--- config.mk ---
export PLATFORM = sky130hd
export DESIGN_NAME = twst_slave_tx
export DESIGN_NICKNAME = d
export VERILOG_FILES = /design/src/shared/twst_pkg.sv /design/src/verilog/twst_sync.sv /design/src/verilog/twst_slave_tx.sv
export VERILOG_INCLUDE_DIRS = /design/src /design/src/shared
export SDC_FILE = /design/constraint.sdc
export NUM_CORES = 1
export LEC_CHECK = 0
export ABC_CLOCK_PERIOD_IN_PS = 3800
export BUFFER_PORTS_ARGS = -buffer_cell sky130_fd_sc_hd__buf_2
export CORE_MARGIN = 3
export CORE_UTILIZATION = 63
export DETAILED_ROUTE_END_ITERATION = 8
export GPL_TIMING_DRIVEN = 0
export HOLD_SLACK_MARGIN = 0.12
export PLACE_DENSITY = 0.8
export SYNTH_ARGS = -nofsm -noshare
export SYNTH_HDL_FRONTEND = slang
export SYNTH_SLANG_ARGS = --single-unit
--- constraint.sdc ---
create_clock -name CORE_CLK -period 3.8 [get_ports CORE_CLK]
set_input_delay 0.76 -clock CORE_CLK [delete_from_list [all_inputs] [get_ports CORE_CLK]]
set_output_delay 0.76 -clock CORE_CLK [all_outputs]
set_load 0.1 [all_outputs]
--- src/shared/twst_consts.svh ---
// constants for the two-wire slave transmitter status block
// assumes inclusion by bare name from design files
`ifndef TWST_CONSTS_SVH
`define TWST_CONSTS_SVH

// register indices on the plain register port
`define TWST_ADDR_CTRL      2'h0
`define TWST_ADDR_STATUS    2'h1
`define TWST_ADDR_DATA      2'h2
`define TWST_ADDR_OWNADR    2'h3

// control register bit positions
`define TWST_CTRL_DONE      7
`define TWST_CTRL_ACKEN     6
`define TWST_CTRL_START     5
`define TWST_CTRL_STOP      4
`define TWST_CTRL_ENABLE    2
`define TWST_CTRL_RESET     8'h00

// own-address register: bits 7:1 address, bit 0 general call enable
`define TWST_OWNADR_RESET   8'h00

// status codes, prescaler field always zero
`define TWST_ST_OWN_ADDRESS_READ       8'hA8
`define TWST_ST_ARB_OWN_ADDRESS_READ   8'hB0
`define TWST_ST_DATA_ACK    8'hB8
`define TWST_ST_DATA_NACK   8'hC0
`define TWST_ST_LAST_ACK    8'hC8
`define TWST_ST_IDLE        8'hF8
`define TWST_ST_BUS_ERR     8'h00
`define TWST_STATUS_MASK    8'hF8

`endif

--- src/shared/twst_pkg.sv ---
// types for the two-wire slave transmitter status block
// assumes nothing beyond a SystemVerilog compiler
package twst_pkg;
    // frame position of the serial engine, one-hot
    typedef enum logic [5:0] {
        TWST_IDLE  = 6'b000001,  // not addressed, watching
        TWST_ADDR  = 6'b000010,  // shifting address byte in
        TWST_AACK  = 6'b000100,  // driving address acknowledge
        TWST_HOLD  = 6'b001000,  // job done or bus error, scl held low except on bus error
        TWST_DATA  = 6'b010000,  // shifting data byte out
        TWST_DACK  = 6'b100000   // sampling master acknowledge
    } twst_state_t;
endpackage

--- src/verilog/twst_sync.sv ---
// two-flop synchroniser for pins entering the core clock domain
// assumes asynchronous inputs, one bit each
`timescale 1ns/1ps
`default_nettype none
module twst_sync
(
    input  wire logic CORE_CLK,   // core clock
    input  wire logic RESET,      // synchronous, active high
    input  wire logic d,          // asynchronous level
    output logic      q           // synchronised level
);
    logic meta_reg;               // first stage, read only by q

    // idle-high bus lines reset to one
    always_ff @(posedge CORE_CLK)
    begin
        if (RESET)
        begin
            meta_reg <= 1'b1;
            q        <= 1'b1;
        end
        else
        begin
            meta_reg <= d;
            q        <= meta_reg;
        end
    end
endmodule // twst_sync
`default_nettype wire

--- src/verilog/twst_slave_tx.sv ---
// two-wire slave transmitter with status codes and bus error recovery
// assumes scl/sda open drain, external pull-ups, scl far below core clock
`timescale 1ns/1ps
`default_nettype none
`include "twst_consts.svh"
//
// Contract
// - own read address acked gives 0xA8
// - arbitration lost then addressed gives 0xB0
// - data acked gives 0xB8, send next
// - data nacked gives 0xC0, then unaddressed
// - last byte acked gives 0xC8, unaddressed
// - leaving with ack off ignores all addresses
// - leaving with ack on answers own address
// - general call only when enable set
// - start request leaves then starts when free; code only raises START_PENDING while the bus is busy, sends no start
// - status 0xF8 while done flag clear
// - misplaced start/stop is bus error 0x00
// - bus error sets done flag
// - recovery unaddresses, clears stop only
// - recovery releases lines, no stop sent
// - status prescaler bits read zero
// - done flag holds scl low; code leaves scl released while status is 0x00
// - unaddressed device leaves sda released
module twst_slave_tx
(
    input  wire logic       CORE_CLK,      // core clock, 50 MHz
    input  wire logic       RESET,         // synchronous, active high
    input  wire logic [1:0] ADDR,          // register index
    input  wire logic [7:0] WDATA,         // write data
    input  wire logic       WR,            // write strobe
    input  wire logic       RD,            // read strobe
    output logic      [7:0] RDATA,         // read data, cycle after RD
    input  wire logic       ARB_LOST,      // master lost arbitration
    input  wire logic       SCL_I,         // scl pin level
    output logic            SCL_O,         // scl drive value, always 0
    output logic            SCL_OE,        // high while pulling scl low
    input  wire logic       SDA_I,         // sda pin level
    output logic            SDA_O,         // sda drive value, always 0
    output logic            SDA_OE,        // high while pulling sda low
    output logic            START_PENDING  // start waits for free bus
);
    logic        scl_s;                 // synchronised scl
    logic        sda_s;                 // synchronised sda
    logic        scl_d_reg;             // previous scl
    logic        sda_d_reg;             // previous sda
    logic [7:0]  ctrl_reg;              // control register
    logic [7:0]  own_reg;               // own address and gc enable
    logic [7:0]  shift_reg;             // shift byte register
    logic [7:0]  status_reg;            // status code
    logic [3:0]  bit_cnt_reg;           // bit count in byte
    logic        last_reg;              // byte sent with ack off
    logic        arb_reg;               // arbitration loss latched
    logic        busy_reg;              // bus between start and stop
    twst_pkg::twst_state_t state_reg;   // frame position
    logic        scl_rise;              // scl rising edge
    logic        scl_fall;              // scl falling edge
    logic        start_cond;            // sda falls with scl high
    logic        stop_cond;             // sda rises with scl high
    logic        done_wr;               // software writes one to done
    logic        in_frame;              // mid byte or acknowledge

    // pins cross into the core domain first
    twst_sync u_scl_sync
    (
        .CORE_CLK (CORE_CLK),
        .RESET    (RESET),
        .d        (SCL_I),
        .q        (scl_s)
    );
    twst_sync u_sda_sync
    (
        .CORE_CLK (CORE_CLK),
        .RESET    (RESET),
        .d        (SDA_I),
        .q        (sda_s)
    );

    // edge history of the synchronised lines
    always_ff @(posedge CORE_CLK)
    begin
        if (RESET)
        begin
            scl_d_reg <= 1'b1;
            sda_d_reg <= 1'b1;
        end
        else
        begin
            scl_d_reg <= scl_s;
            sda_d_reg <= sda_s;
        end
    end

    assign scl_rise   = scl_s & ~scl_d_reg;
    assign scl_fall   = ~scl_s & scl_d_reg;
    assign start_cond = scl_s & scl_d_reg & sda_d_reg & ~sda_s;
    assign stop_cond  = scl_s & scl_d_reg & ~sda_d_reg & sda_s;
    assign done_wr    = WR && (ADDR == `TWST_ADDR_CTRL)
                        && WDATA[`TWST_CTRL_DONE];
    // address past bit 0, data or acknowledge in progress
    assign in_frame   = ((state_reg == twst_pkg::TWST_ADDR)
                         && (bit_cnt_reg != 4'h0))
                        || (state_reg == twst_pkg::TWST_DATA)
                        || (state_reg == twst_pkg::TWST_DACK)
                        || (state_reg == twst_pkg::TWST_AACK);

    // own address or general call match, gated by ack enable; general call also gated by gc enable
    function automatic logic addr_match(input logic [7:0] a,
                                        input logic [7:0] own,
                                        input logic ack_en);
        logic own_hit;
        logic gc_hit;
        own_hit = (a[7:1] == own[7:1]);
        gc_hit  = (a[7:1] == 7'h00) && own[0];
        addr_match = ack_en && (own_hit || gc_hit);
    endfunction

    // bus busy tracking for a deferred start
    always_ff @(posedge CORE_CLK)
    begin
        if (RESET)
            busy_reg <= 1'b0;
        else if (start_cond)
            busy_reg <= 1'b1;
        else if (stop_cond)
            busy_reg <= 1'b0;
    end

    // start stays pending until the bus is free
    always_ff @(posedge CORE_CLK)
    begin
        if (RESET)
            START_PENDING <= 1'b0;
        else
            START_PENDING <= ctrl_reg[`TWST_CTRL_START]
                             && (state_reg == twst_pkg::TWST_IDLE)
                             && !ctrl_reg[`TWST_CTRL_DONE]
                             && busy_reg;
    end

    // control register; hardware set of done wins over software clear
    always_ff @(posedge CORE_CLK)
    begin
        if (RESET)
            ctrl_reg <= `TWST_CTRL_RESET;
        else
        begin
            if (WR && ADDR == `TWST_ADDR_CTRL)
            begin
                // done clears only by writing one
                ctrl_reg[6:0] <= WDATA[6:0];
                if (done_wr)
                    ctrl_reg[`TWST_CTRL_DONE] <= 1'b0;
            end
            // recovery: stop bit self clears, other bits take the written value
            if (ctrl_reg[`TWST_CTRL_DONE] && done_wr
                && WDATA[`TWST_CTRL_STOP]
                && status_reg == `TWST_ST_BUS_ERR)
                ctrl_reg[`TWST_CTRL_STOP] <= 1'b0;
            // a misplaced start or stop sets done
            if (in_frame && (start_cond || stop_cond))
                ctrl_reg[`TWST_CTRL_DONE] <= 1'b1;
            else if ((state_reg == twst_pkg::TWST_AACK && scl_fall)
                     || (state_reg == twst_pkg::TWST_DACK && scl_rise))
                ctrl_reg[`TWST_CTRL_DONE] <= 1'b1;
        end
    end

    // own address register
    always_ff @(posedge CORE_CLK)
    begin
        if (RESET)
            own_reg <= `TWST_OWNADR_RESET;
        else if (WR && ADDR == `TWST_ADDR_OWNADR)
            own_reg <= WDATA;
    end

    // arbitration loss latched until the next own address acknowledge completes
    always_ff @(posedge CORE_CLK)
    begin
        if (RESET)
            arb_reg <= 1'b0;
        else if (ARB_LOST)
            arb_reg <= 1'b1;
        else if (state_reg == twst_pkg::TWST_AACK && scl_fall)
            arb_reg <= 1'b0;
    end

    // frame engine and status codes
    always_ff @(posedge CORE_CLK)
    begin
        if (RESET)
        begin
            state_reg   <= twst_pkg::TWST_IDLE;
            status_reg  <= `TWST_ST_IDLE;
            bit_cnt_reg <= 4'h0;
            shift_reg   <= 8'h00;
            last_reg    <= 1'b0;
        end
        else if (in_frame && (start_cond || stop_cond))
        begin
            state_reg  <= twst_pkg::TWST_HOLD;
            status_reg <= `TWST_ST_BUS_ERR;
        end
        else
        begin
            if (WR && ADDR == `TWST_ADDR_DATA && ctrl_reg[`TWST_CTRL_DONE])
                shift_reg <= WDATA;
            unique case (state_reg)
                twst_pkg::TWST_IDLE:
                begin
                    // unaddressed: sda stays released
                    if (start_cond)
                    begin
                        state_reg   <= twst_pkg::TWST_ADDR;
                        bit_cnt_reg <= 4'h0;
                    end
                end
                twst_pkg::TWST_ADDR:
                begin
                    if (start_cond)
                        bit_cnt_reg <= 4'h0;
                    else if (scl_rise)
                    begin
                        shift_reg   <= {shift_reg[6:0], sda_s};
                        bit_cnt_reg <= bit_cnt_reg + 4'h1;
                    end
                    else if (scl_fall && bit_cnt_reg == 4'h8)
                    begin
                        // only read direction served here
                        if (shift_reg[0]
                            && addr_match(shift_reg, own_reg,
                                          ctrl_reg[`TWST_CTRL_ACKEN]))
                        begin
                            state_reg  <= twst_pkg::TWST_AACK;
                        end
                        else
                            state_reg <= twst_pkg::TWST_IDLE;
                    end
                end
                twst_pkg::TWST_AACK:
                begin
                    // ack bit driven; report on its falling edge
                    if (scl_fall)
                    begin
                        state_reg  <= twst_pkg::TWST_HOLD;
                        status_reg <= arb_reg ? `TWST_ST_ARB_OWN_ADDRESS_READ
                                              : `TWST_ST_OWN_ADDRESS_READ;
                    end
                end
                twst_pkg::TWST_HOLD:
                begin
                    // released by writing one to done
                    if (done_wr)
                    begin
                        status_reg <= `TWST_ST_IDLE;
                        if (status_reg == `TWST_ST_DATA_NACK
                            || status_reg == `TWST_ST_LAST_ACK
                            || status_reg == `TWST_ST_BUS_ERR)
                            state_reg <= twst_pkg::TWST_IDLE;
                        else
                        begin
                            state_reg   <= twst_pkg::TWST_DATA;
                            bit_cnt_reg <= 4'h0;
                            last_reg    <= !WDATA[`TWST_CTRL_ACKEN];
                        end
                    end
                end
                twst_pkg::TWST_DATA:
                begin
                    // next bit moves out on each falling edge
                    if (scl_fall)
                    begin
                        if (bit_cnt_reg == 4'h7)
                            state_reg <= twst_pkg::TWST_DACK;
                        else
                        begin
                            shift_reg   <= {shift_reg[6:0], 1'b1};
                            bit_cnt_reg <= bit_cnt_reg + 4'h1;
                        end
                    end
                end
                twst_pkg::TWST_DACK:
                begin
                    // ninth clock: sample master answer
                    if (scl_rise)
                    begin
                        state_reg <= twst_pkg::TWST_HOLD;
                        if (sda_s)
                            status_reg <= `TWST_ST_DATA_NACK;
                        else if (last_reg)
                            status_reg <= `TWST_ST_LAST_ACK;
                        else
                            status_reg <= `TWST_ST_DATA_ACK;
                    end
                end
                default:
                    state_reg <= twst_pkg::TWST_IDLE;
            endcase
        end
    end

    // line drivers; only low is ever driven
    always_ff @(posedge CORE_CLK)
    begin
        if (RESET)
        begin
            SCL_O  <= 1'b0;
            SDA_O  <= 1'b0;
            SCL_OE <= 1'b0;
            SDA_OE <= 1'b0;
        end
        else
        begin
            SCL_O  <= 1'b0;
            SDA_O  <= 1'b0;
            // stretch scl low while waiting for software
            SCL_OE <= (state_reg == twst_pkg::TWST_HOLD)
                      && ctrl_reg[`TWST_CTRL_DONE]
                      && status_reg != `TWST_ST_BUS_ERR;
            SDA_OE <= (state_reg == twst_pkg::TWST_AACK)
                      || ((state_reg == twst_pkg::TWST_DATA)
                          && !shift_reg[7]);
        end
    end

    // register read port, data one cycle after strobe
    always_ff @(posedge CORE_CLK)
    begin
        if (RESET)
            RDATA <= 8'h00;
        else if (RD)
        begin
            unique case (ADDR)
                `TWST_ADDR_CTRL:   RDATA <= ctrl_reg;
                `TWST_ADDR_STATUS: RDATA <= ctrl_reg[`TWST_CTRL_DONE]
                                   ? (status_reg & `TWST_STATUS_MASK)
                                   : `TWST_ST_IDLE;
                `TWST_ADDR_DATA:   RDATA <= shift_reg;
                `TWST_ADDR_OWNADR: RDATA <= own_reg;
            endcase
        end
        else
            RDATA <= 8'h00;
    end

    // checks
    status_idle_a: assert property (@(posedge CORE_CLK) disable iff (RESET)
        RD && ADDR == `TWST_ADDR_STATUS && !ctrl_reg[`TWST_CTRL_DONE]
        |=> RDATA == `TWST_ST_IDLE)
        else $error("status not idle with done clear");
    prescale_zero_a: assert property (@(posedge CORE_CLK) disable iff (RESET)
        RD && ADDR == `TWST_ADDR_STATUS |=> RDATA[2:0] == 3'h0)
        else $error("prescaler bits not zero");
    bus_err_a: assert property (@(posedge CORE_CLK) disable iff (RESET)
        in_frame && (start_cond || stop_cond)
        |=> status_reg == `TWST_ST_BUS_ERR
        && ctrl_reg[`TWST_CTRL_DONE])
        else $error("bus error not reported");
    err_release_a: assert property (@(posedge CORE_CLK) disable iff (RESET)
        status_reg == `TWST_ST_BUS_ERR |=> !SCL_OE)
        else $error("scl held in bus error");
    stretch_a: assert property (@(posedge CORE_CLK) disable iff (RESET)
        state_reg == twst_pkg::TWST_HOLD && ctrl_reg[`TWST_CTRL_DONE]
        && status_reg != `TWST_ST_BUS_ERR |=> SCL_OE)
        else $error("scl not stretched");
    idle_quiet_a: assert property (@(posedge CORE_CLK) disable iff (RESET)
        state_reg == twst_pkg::TWST_IDLE |=> !SDA_OE)
        else $error("sda driven while unaddressed");
    nack_code_a: assert property (@(posedge CORE_CLK) disable iff (RESET)
        state_reg == twst_pkg::TWST_DACK && scl_rise && sda_s
        |=> status_reg == `TWST_ST_DATA_NACK)
        else $error("nack code wrong");
    leave_idle_a: assert property (@(posedge CORE_CLK) disable iff (RESET)
        state_reg == twst_pkg::TWST_HOLD && done_wr
        && status_reg == `TWST_ST_LAST_ACK
        |=> state_reg == twst_pkg::TWST_IDLE)
        else $error("not unaddressed after last byte");
    cov_read_c: cover property (@(posedge CORE_CLK)
        status_reg == `TWST_ST_OWN_ADDRESS_READ);
    cov_ack_c: cover property (@(posedge CORE_CLK)
        status_reg == `TWST_ST_DATA_ACK);
    cov_err_c: cover property (@(posedge CORE_CLK)
        status_reg == `TWST_ST_BUS_ERR);
endmodule // twst_slave_tx
`default_nettype wire

==> results_dict.tcl, run 1 <==
set metrics [dict create \
    status "finished clean" \
    ir_worst_vdd_v 0.000385 \
    fin_total_pwr_mw 1.54 \
    cts_buffers 9 \
    synthCells 342 \
    clockRootBuffer "clkbuf_8" \
    drt_iter0_drc 272 \
    dpl.cell_count 421 \
    cp_data_arrival_time_ns 3.11 \
    final-seq-area_sq_mm 0.00118 \
    max_cap_viol_count 0 \
    rows 24 \
    layout-drive-gt1-share_pct 19.2 \
    io_buffer_count 26 \
    dieArea_sq_mm 0.00556 \
    io_pins 30 \
    finalCritPeriodShare_pct 74.9 \
    rsz0062_at_grt "no" \
    holdWs_ns 0.412 \
    vias_per_cell 6.28 \
    timing_hold_violations_final 0 \
    wl_um 7890 \
    p_seq_share_pct 42.9 \
    sw_frac_of_total_pct 26.8 \
    fin_area_sq_mm 0.00339 \
    leakagePower_nw 1.39 \
    p_clk_share_pct 42.8 \
    syn_area_sq_mm 0.00296 \
    core_sq_mm 0.00444 \
    htreeDepth 3 \
    hold_start "u_sda_sync.meta_reg" \
    report.final.slew_viol_count 0 \
    place_area_sq_mm 0.00316 \
    layout_common_cells "59 x dfxtp_1, 41 x nor2_1, 33 x nand2_1" \
    synth_edf_count 0 \
    ys_seq_area_share_pct 39.8 \
    ys_ff_latch 59 \
    cts_tree "yes" \
    multi_input_area_sq_mm 0.00164 \
    mostFrequentLayoutCell "dfxtp_1" \
    yosysWarnings 0 \
    hpwlAfterDp_um 5520 \
    combPwrFrac_pct 14.3 \
    async_flop_share_pct 0 \
    path_buf_inv 2 \
    grt_overflow 0 \
    switching_power_mw 0.412 \
    drc 0 \
    p_int_mw 1.12 \
    timing.rr.start "state_reg[2]" \
    insertion_delay_ns 0.34 \
    crit_chain "clkbuf_2 -> nor4_1 -> o311ai_1 -> a211oi_2 -> inv_1 -> o22ai_1 -> o2bb2ai_1" \
    crit_required_ns 4.07 \
    max-slew-margin-rel_pct 53.6 \
    fin_worst_skew_ns 0.00798 \
    crit_fanout 9 \
    startpoint "state_reg[2]" \
    tightest_slew_ns 0.697 \
    hp-class "reg2reg" \
    cts_sinks 59 \
    vias 2745 \
    grt_pass1_wl_um 12700 \
    critPathTopFamily "compound AO/OA/AOI/OAI gates" \
    synthToLayoutAreaGrowth_pct 14.4 \
    gp_congestion 0.978 \
    r2r_setup_slack_ns 0.96 \
    grt_max_degree 11 \
    cellPowerDensity_mw_per_mm2 453 \
    critPathLaunchType "register" \
    layout.nets 399 \
    initial_core_util_pct 66.7 \
    timing.fmax_mhz 352 \
    avgSynthCellArea_sq_um 8.67 \
    period_minus_slack_ns 2.84 \
    clk_pin_slew_ns 0.07 \
    dr.pass1.iters 5 \
    postCtsHoldBufs 0 \
    antenna_found_initial 0 \
    crit_path_end_kind "register" \
    antenna_cells 0 \
    ctsResizeCount 0 \
    grt_pass1_vias 2576 \
    wl_per_cell_um 18.1 \
    cpPeakStageDelay_ns 0.59 \
    cts_setup_buffers 0 \
    ant_nets 0 \
    num-fill-cells 354 \
    die_w_um 74.6 \
    tns_ns 0 \
    yosys_most_used_dff "dfxtp_1" \
    ctsLongestPathBuffers 2 \
    instances_no_fill 437 \
    setup_viol 0 \
    slowest_stage "a211oi_2" \
    synth_cell_type_count 63 \
    dieHeight_um 74.6 \
    path_class "reg2reg" \
    grt_use_total_pct 30.6 \
]
area by class of cell:
type	instances	area share, %
well taps	52	1.92
multi-input cells	254	48.4
inverters	10	1.11
repair buffers	26	3.84
plain buffers	20	3.17
clock buffers	12	4.58
flip-flops and latches	59	34.8
clock inverters	4	2.14
power by group through the flow:
stage | Combinational [mW] | Sequential, mW | Clock, mW
after global routing | 0.234 | 0.661 | 0.692
after detailed placement | 0.212 | 0.671 | 0
after global placement | 0.209 | 0.671 | 0
after CTS | 0.215 | 0.657 | 0.661
final | 0.219 | 0.659 | 0.658
after floorplan | 0.149 | 0.681 | 0
Yosys cell counts, types with 2 or more instances:
library cell	number	area share, %
o22ai_1	2	0.42
a211o_1	3	0.89
o211ai_1	2	0.51
o2bb2ai_1	7	2.1
dfxtp_1	59	40
mux2i_1	12	4.1
o21ai_0	8	1.4
a22oi_1	4	1.0
xor2_1	8	2.4
buf_4	3	0.76
a211oi_1	3	0.76
nor3_1	6	1.0
mux2_2	4	1.5
buf_6	2	0.76
a221o_1	3	1.0
buf_2	4	0.68
inv_1	10	1.3
a31oi_1	3	0.63
clkbuf_1	9	1.1
nand3_1	6	1.0
mux4_2	5	3.8
nor2_1	41	5.2
o21ai_1	3	0.51
or2_2	8	1.7
nand2_1	33	4.2
a21oi_1	26	4.4
nor2b_1	10	2.1
or4_1	2	0.51
nor2_2	2	0.42
nand2b_1	13	2.7
ha_1	2	0.84
o21a_1	2	0.51
nor4_1	5	1.1
nand4_1	3	0.63
logic make-up (layout without fill, tap and decap cells):
logic type                 count (synthesis)  after routing  synth area share (%)
and+or+nand+nor                          142            142                  24.4
AOI/OAI and AO/OA                         78             78                  17.8
DFF                                       59             59                  39.8
buffers and inverters                     30             72                  4.90
muxes                                     21             21                  9.37
xor gates and xnor gates                   9              9                  2.66
adders and majority gates                  2              2                 0.844
other                                      1              2                 0.127
stage by stage:
step                utilization (%)  setup WS (ns)
finish                         76.3          0.956
global route                   76.3          0.890
CTS                            76.3           1.05
detailed placement             71.2          0.770
global placement               71.2          0.867
floorplan                         -           1.26
worst paths after layout:
kind	end	cells past startpoint
setup / recovery	shift_reg[3]	7
hold / removal	u_sda_sync.q	1
setup reg to reg	shift_reg[3]	7
hold reg to reg	u_sda_sync.q	1
layer usage:
layer	GRT usage, %	share of wire (%)	vias up
met5	0	0	-
met1	40.5	43	1286
li1	-	-	1296
met2	46.6	47	148
met3	9.86	8.6	15
met4	11.7	1.6	0
worst register-to-register path: stages, from the launching register on:
cell and delay (ns):
dfxtp_1 0.30, clkbuf_2 0.17, nor4_1 0.50, o311ai_1 0.25, a211oi_2 0.59, inv_1 0.18, o22ai_1 0.59, o2bb2ai_1 0.19
(Power assumes the default switching activity.)
==> inputs of run 2 (changes only) <==
- ABC_CLOCK_PERIOD_IN_PS: 3800 -> 2750
- CORE_UTILIZATION: 63 -> 58
- PLACE_DENSITY: 0.8 -> 0.75
- clock period: 3.8 -> 2.75 ns (I/O delays scaled with it)
==> results_dict.tcl, run 2 (synthesis results as in run 1) <==
set metrics [dict create \
    hold_start "SCL_I" \
    tns_ns 0 \
    critPathLaunchType "register" \
    r2r_setup_slack_ns 0.17 \
    crit_path_end_kind "register" \
    core_sq_mm 0.00482 \
    clk_pin_slew_ns 0.07 \
    fin_worst_skew_ns 0.00600 \
    ant_nets 0 \
    report.final.slew_viol_count 0 \
    setup_viol 0 \
    hp-class "in2reg" \
    hpwlAfterDp_um 5480 \
    grt_max_degree 12 \
    ir_worst_vdd_v 0.000365 \
    leakagePower_nw 1.39 \
    status "finished clean" \
    timing_hold_violations_final 0 \
    multi_input_area_sq_mm 0.00165 \
    wl_per_cell_um 16.7 \
    cts_buffers 9 \
    place_ws_ns -0.0253 \
    path_class "reg2reg" \
    die_w_um 77.5 \
    synthToLayoutAreaGrowth_pct 15.1 \
    layout-drive-gt1-share_pct 20.4 \
    htreeDepth 3 \
    period_minus_slack_ns 2.58 \
    max_cap_viol_count 0 \
    vias_per_cell 6.08 \
    clockRootBuffer "clkbuf_8" \
    cts_tree "yes" \
    timing.fmax_mhz 387 \
    wl_um 7600 \
    num-fill-cells 435 \
    gp_congestion 0.976 \
    crit_required_ns 3.02 \
    crit_fanout 5 \
    mostFrequentLayoutCell "dfxtp_1" \
    drc 0 \
    vias 2760 \
    postCtsHoldBufs 0 \
    grt_pass1_vias 2539 \
    initial_core_util_pct 61.5 \
    dpl.cell_count 436 \
    startpoint "bit_cnt_reg[0]" \
    dieArea_sq_mm 0.00600 \
    drt_iter0_drc 259 \
    io_buffer_count 26 \
    finalCritPeriodShare_pct 93.9 \
    timing.rr.end "bit_cnt_reg[1]" \
    antenna_cells 0 \
    timing.rr.start "bit_cnt_reg[0]" \
    grt_use_total_pct 27.3 \
    rsz0062_at_grt "no" \
    tightest_slew_ns 0.667 \
    cts_sinks 59 \
    cp_data_arrival_time_ns 2.85 \
    fin_total_pwr_mw 2.01 \
    instances_no_fill 454 \
    layout_common_cells "59 x dfxtp_1, 41 x nor2_1, 33 x nand2_1" \
    cellPowerDensity_mw_per_mm2 591 \
    insertion_delay_ns 0.34 \
    worstHoldPathCells 2 \
    layout.nets 401 \
    dr.pass1.iters 5 \
    dieHeight_um 77.5 \
    ctsLongestPathBuffers 2 \
    io_pins 30 \
    layout_setup_ws_ns 0.167 \
    grt_pass1_wl_um 12800 \
    max-slew-margin-rel_pct 55.5 \
    grt_overflow 0 \
    final-seq-area_sq_mm 0.00118 \
    reg2regPathDepth 9 \
    holdWs_ns 0.390 \
    min_to "u_scl_sync.meta_reg" \
    rows 25 \
    antenna_found_initial 0 \
]
==> run 2: cell count changes in the layout (fill, tap and decap cells not counted), sizes merged <==
cell | previous run | this run
clkbuf | 22 | 20
clkinvlp | 1 | 2
inv | 10 | 11
clkinv | 1 | 2
buf | 36 | 38
bufinv | 2 | 1
==> run 2: through the flow <==
step                util [%]  area (sq um)
detailed placement      66.1          3180
global route            70.8          3410
CTS                     70.7          3400
global placement        66.1          3180
finish                  70.8          3410
floorplan                  -          2970
==> run 2: area by class of cell <==
class                      count  share of cell area, %
multi-input combinational    254                   48.5
inverter                      10                   1.10
tap                           67                   2.46
timing repair buffer          28                   4.26
clock buffer                  10                   4.04
clock inverter                 6                   1.87
buffer                        20                   3.15
sequential                    59                   34.6
==> run 2: what timing repair did <==
action / CTS / global route
resized for setup: 1 / 1
setup endpoints to repair: 8 / 10
pin swaps: 1 / 0
endpoints found under the hold margin: 0 / 0
buffers inserted: 2 / 0
==> run 2: where the power goes <==
group | leakage [nW] | switching, mW | total [mW] | internal, mW
Combinational | 0.814 | 0.185 | 0.299 | 0.114
Sequential | 0.479 | 0.0290 | 0.910 | 0.881
Clock | 0.0987 | 0.363 | 0.805 | 0.442
Total | 1.39 | 0.577 | 2.01 | 1.44
==> run 2: per-layer routing <==
metal	vias up	track usage (%)	wire length, um
li1	1301	-	-
met5	-	0	0
met2	141	39.6	3350
met4	0	11.9	166
met3	16	7.66	738
met1	1302	37.7	3340
==> run 2: worst max-delay path, cell delays in order, from the launching register on <==
cell and delay [ns]:
dfxtp_1 0.35, inv_1 0.10, ha_1 0.17, inv_1 0.04
o311ai_1 0.40, a211oi_2 0.20, buf_4 0.19, or4_4 0.56
or3b_1 0.36, a21oi_1 0.13
==> run 2: worst max-delay path by stage <==
stage,end,slack [ns],cells after the start
3_3_place_gp,shift_reg[5],0.001,7
3_5_place_dp,shift_reg[5],-0.03,7
6_report,bit_cnt_reg[1],0.17,9
5_1_grt,bit_cnt_reg[1],0.01,9
2_1_floorplan,bit_cnt_reg[1],0.42,6
4_1_cts,bit_cnt_reg[1],0.18,9
==> inputs of run 3 (changes only) <==
- CAP_MARGIN: not set -> 20
- CORE_ASPECT_RATIO: not set -> 0.7
==> results_dict.tcl, run 3 (synthesis results as in run 1) <==
set metrics [dict create \
    ir_worst_vdd_v 0.000320 \
    vias 2730 \
    layout-drive-gt1-share_pct 19.4 \
    path_class "reg2reg" \
    grt_pass1_wl_um 12100 \
    setup_viol 0 \
    cellPowerDensity_mw_per_mm2 570 \
    antenna_cells 0 \
    path_buf_inv 2 \
    finalCritPeriodShare_pct 91.9 \
    vias_per_cell 6.00 \
    layout.nets 401 \
    dieArea_sq_mm 0.00602 \
    timing_hold_violations_final 0 \
    drt_iter0_drc 336 \
    crit_required_ns 3.02 \
    cts_tree "yes" \
    antenna_found_initial 0 \
    wl_per_cell_um 16.8 \
    grt_overflow 0 \
    clk_pin_slew_ns 0.07 \
    dr.pass1.iters 5 \
    die_w_um 91.4 \
    max_cap_viol_count 0 \
    cpPeakStageDelay_ns 0.57 \
    synthToLayoutAreaGrowth_pct 14.0 \
    drc 0 \
    crit_chain "buf_2 -> xor2_1 -> o211ai_1 -> a211oi_2 -> buf_4 -> or4_4 -> or3b_1 -> a21oi_1" \
    cts_setup_buffers 2 \
    place_area_sq_mm 0.00318 \
    wl_um 7660 \
    rsz0062_at_grt "no" \
    htreeDepth 3 \
    ant_nets 0 \
    grt_use_total_pct 26.5 \
    hpwlAfterDp_um 5730 \
    cts_buffers 9 \
    timing.fmax_mhz 396 \
    cts_sinks 59 \
    io_pins 30 \
    io_buffer_count 26 \
    grt_max_degree 11 \
    hp-class "in2reg" \
    rows 21 \
    fin_worst_skew_ns 0.00739 \
    num-fill-cells 394 \
    status "finished clean" \
    ctsResizeCount 0 \
    gp_congestion 0.966 \
    critPathLaunchType "register" \
    clockRootBuffer "clkbuf_8" \
    leakagePower_nw 1.38 \
    layout_setup_ws_ns 0.224 \
    max-slew-margin-rel_pct 54.3 \
    tns_ns 0 \
    crit_path_end_kind "register" \
    postCtsHoldBufs 0 \
    slowest_stage "or4_4" \
    ctsLongestPathBuffers 2 \
    initial_core_util_pct 61.0 \
    mostFrequentLayoutCell "dfxtp_1" \
    critPathTopFamily "simple AND/OR/NAND/NOR gates" \
    report.final.slew_viol_count 0 \
    cp_data_arrival_time_ns 2.79 \
    place_ws_ns -0.0153 \
    grt_pass1_vias 2381 \
    fin_area_sq_mm 0.00338 \
    tightest_slew_ns 0.680 \
    crit_fanout 10 \
    insertion_delay_ns 0.34 \
    layout_common_cells "59 x dfxtp_1, 41 x nor2_1, 33 x nand2_1" \
    period_minus_slack_ns 2.53 \
    core_sq_mm 0.00486 \
    dieHeight_um 65.8 \
]
run 3: cell types whose count changed in the layout (fill, tap and decap cells not counted), sizes merged:
| cell | before | now |
|---|---|---|
| bufinv | 1 | 0 |
| clkinvlp | 2 | 0 |
| inv | 11 | 10 |
| clkbuf | 20 | 23 |
run 3: worst paths after layout:
| path | slack (ns) | depth (start not counted) | from | to |
|---|---|---|---|---|
| max | 0.22 | 8 | state_reg[5] | bit_cnt_reg[1] |
| min | 0.39 | 2 | SDA_I | u_sda_sync.meta_reg |
| max reg2reg | 0.22 | 8 | state_reg[5] | bit_cnt_reg[1] |
| min reg2reg | 0.41 | 1 | u_scl_sync.meta_reg | u_scl_sync.q |
run 3: power breakdown:
part / internal [mW] / leakage (nW) / switching (mW)
clock: 0.393 / 0.0953 / 0.322
combinational: 0.114 / 0.810 / 0.187
sequential: 0.882 / 0.479 / 0.0289
total: 1.39 / 1.38 / 0.538
run 3: metrics by stage:
step | instances | utilization (%) | total power, mW | hold WS (ns)
4_1_cts | 455 | 69.5 | 1.93 | 0.377
3_5_place_dp | 438 | 65.5 | 1.22 | 0.398
6_report | 455 | 69.5 | 1.93 | 0.392
3_3_place_gp | 438 | 65.5 | 1.22 | 0.394
5_1_grt | 455 | 69.5 | 1.99 | 0.383
2_1_floorplan | 343 | - | 1.15 | 0.389
run 3: layout make-up:
type / count / area, sq um / area share (%)
clock inverter: 2 / 10.0 / 0.296
inverter: 10 / 37.5 / 1.11
sequential: 59 / 1180 / 35.0
clock buffer: 13 / 169 / 5.00
buffer: 20 / 108 / 3.19
tap: 69 / 86.3 / 2.56
timing repair buffer: 28 / 145 / 4.30
multi-input combinational: 254 / 1640 / 48.6
run 3: routing by layer:
metal / GRT usage (%) / vias up / wire length [um]
li1: - / 1295 / -
met1: 40.1 / 1280 / 3660
met2: 36.2 / 143 / 3150
met3: 6.03 / 12 / 764
met4: 9.59 / 0 / 86
met5: 0 / - / 0
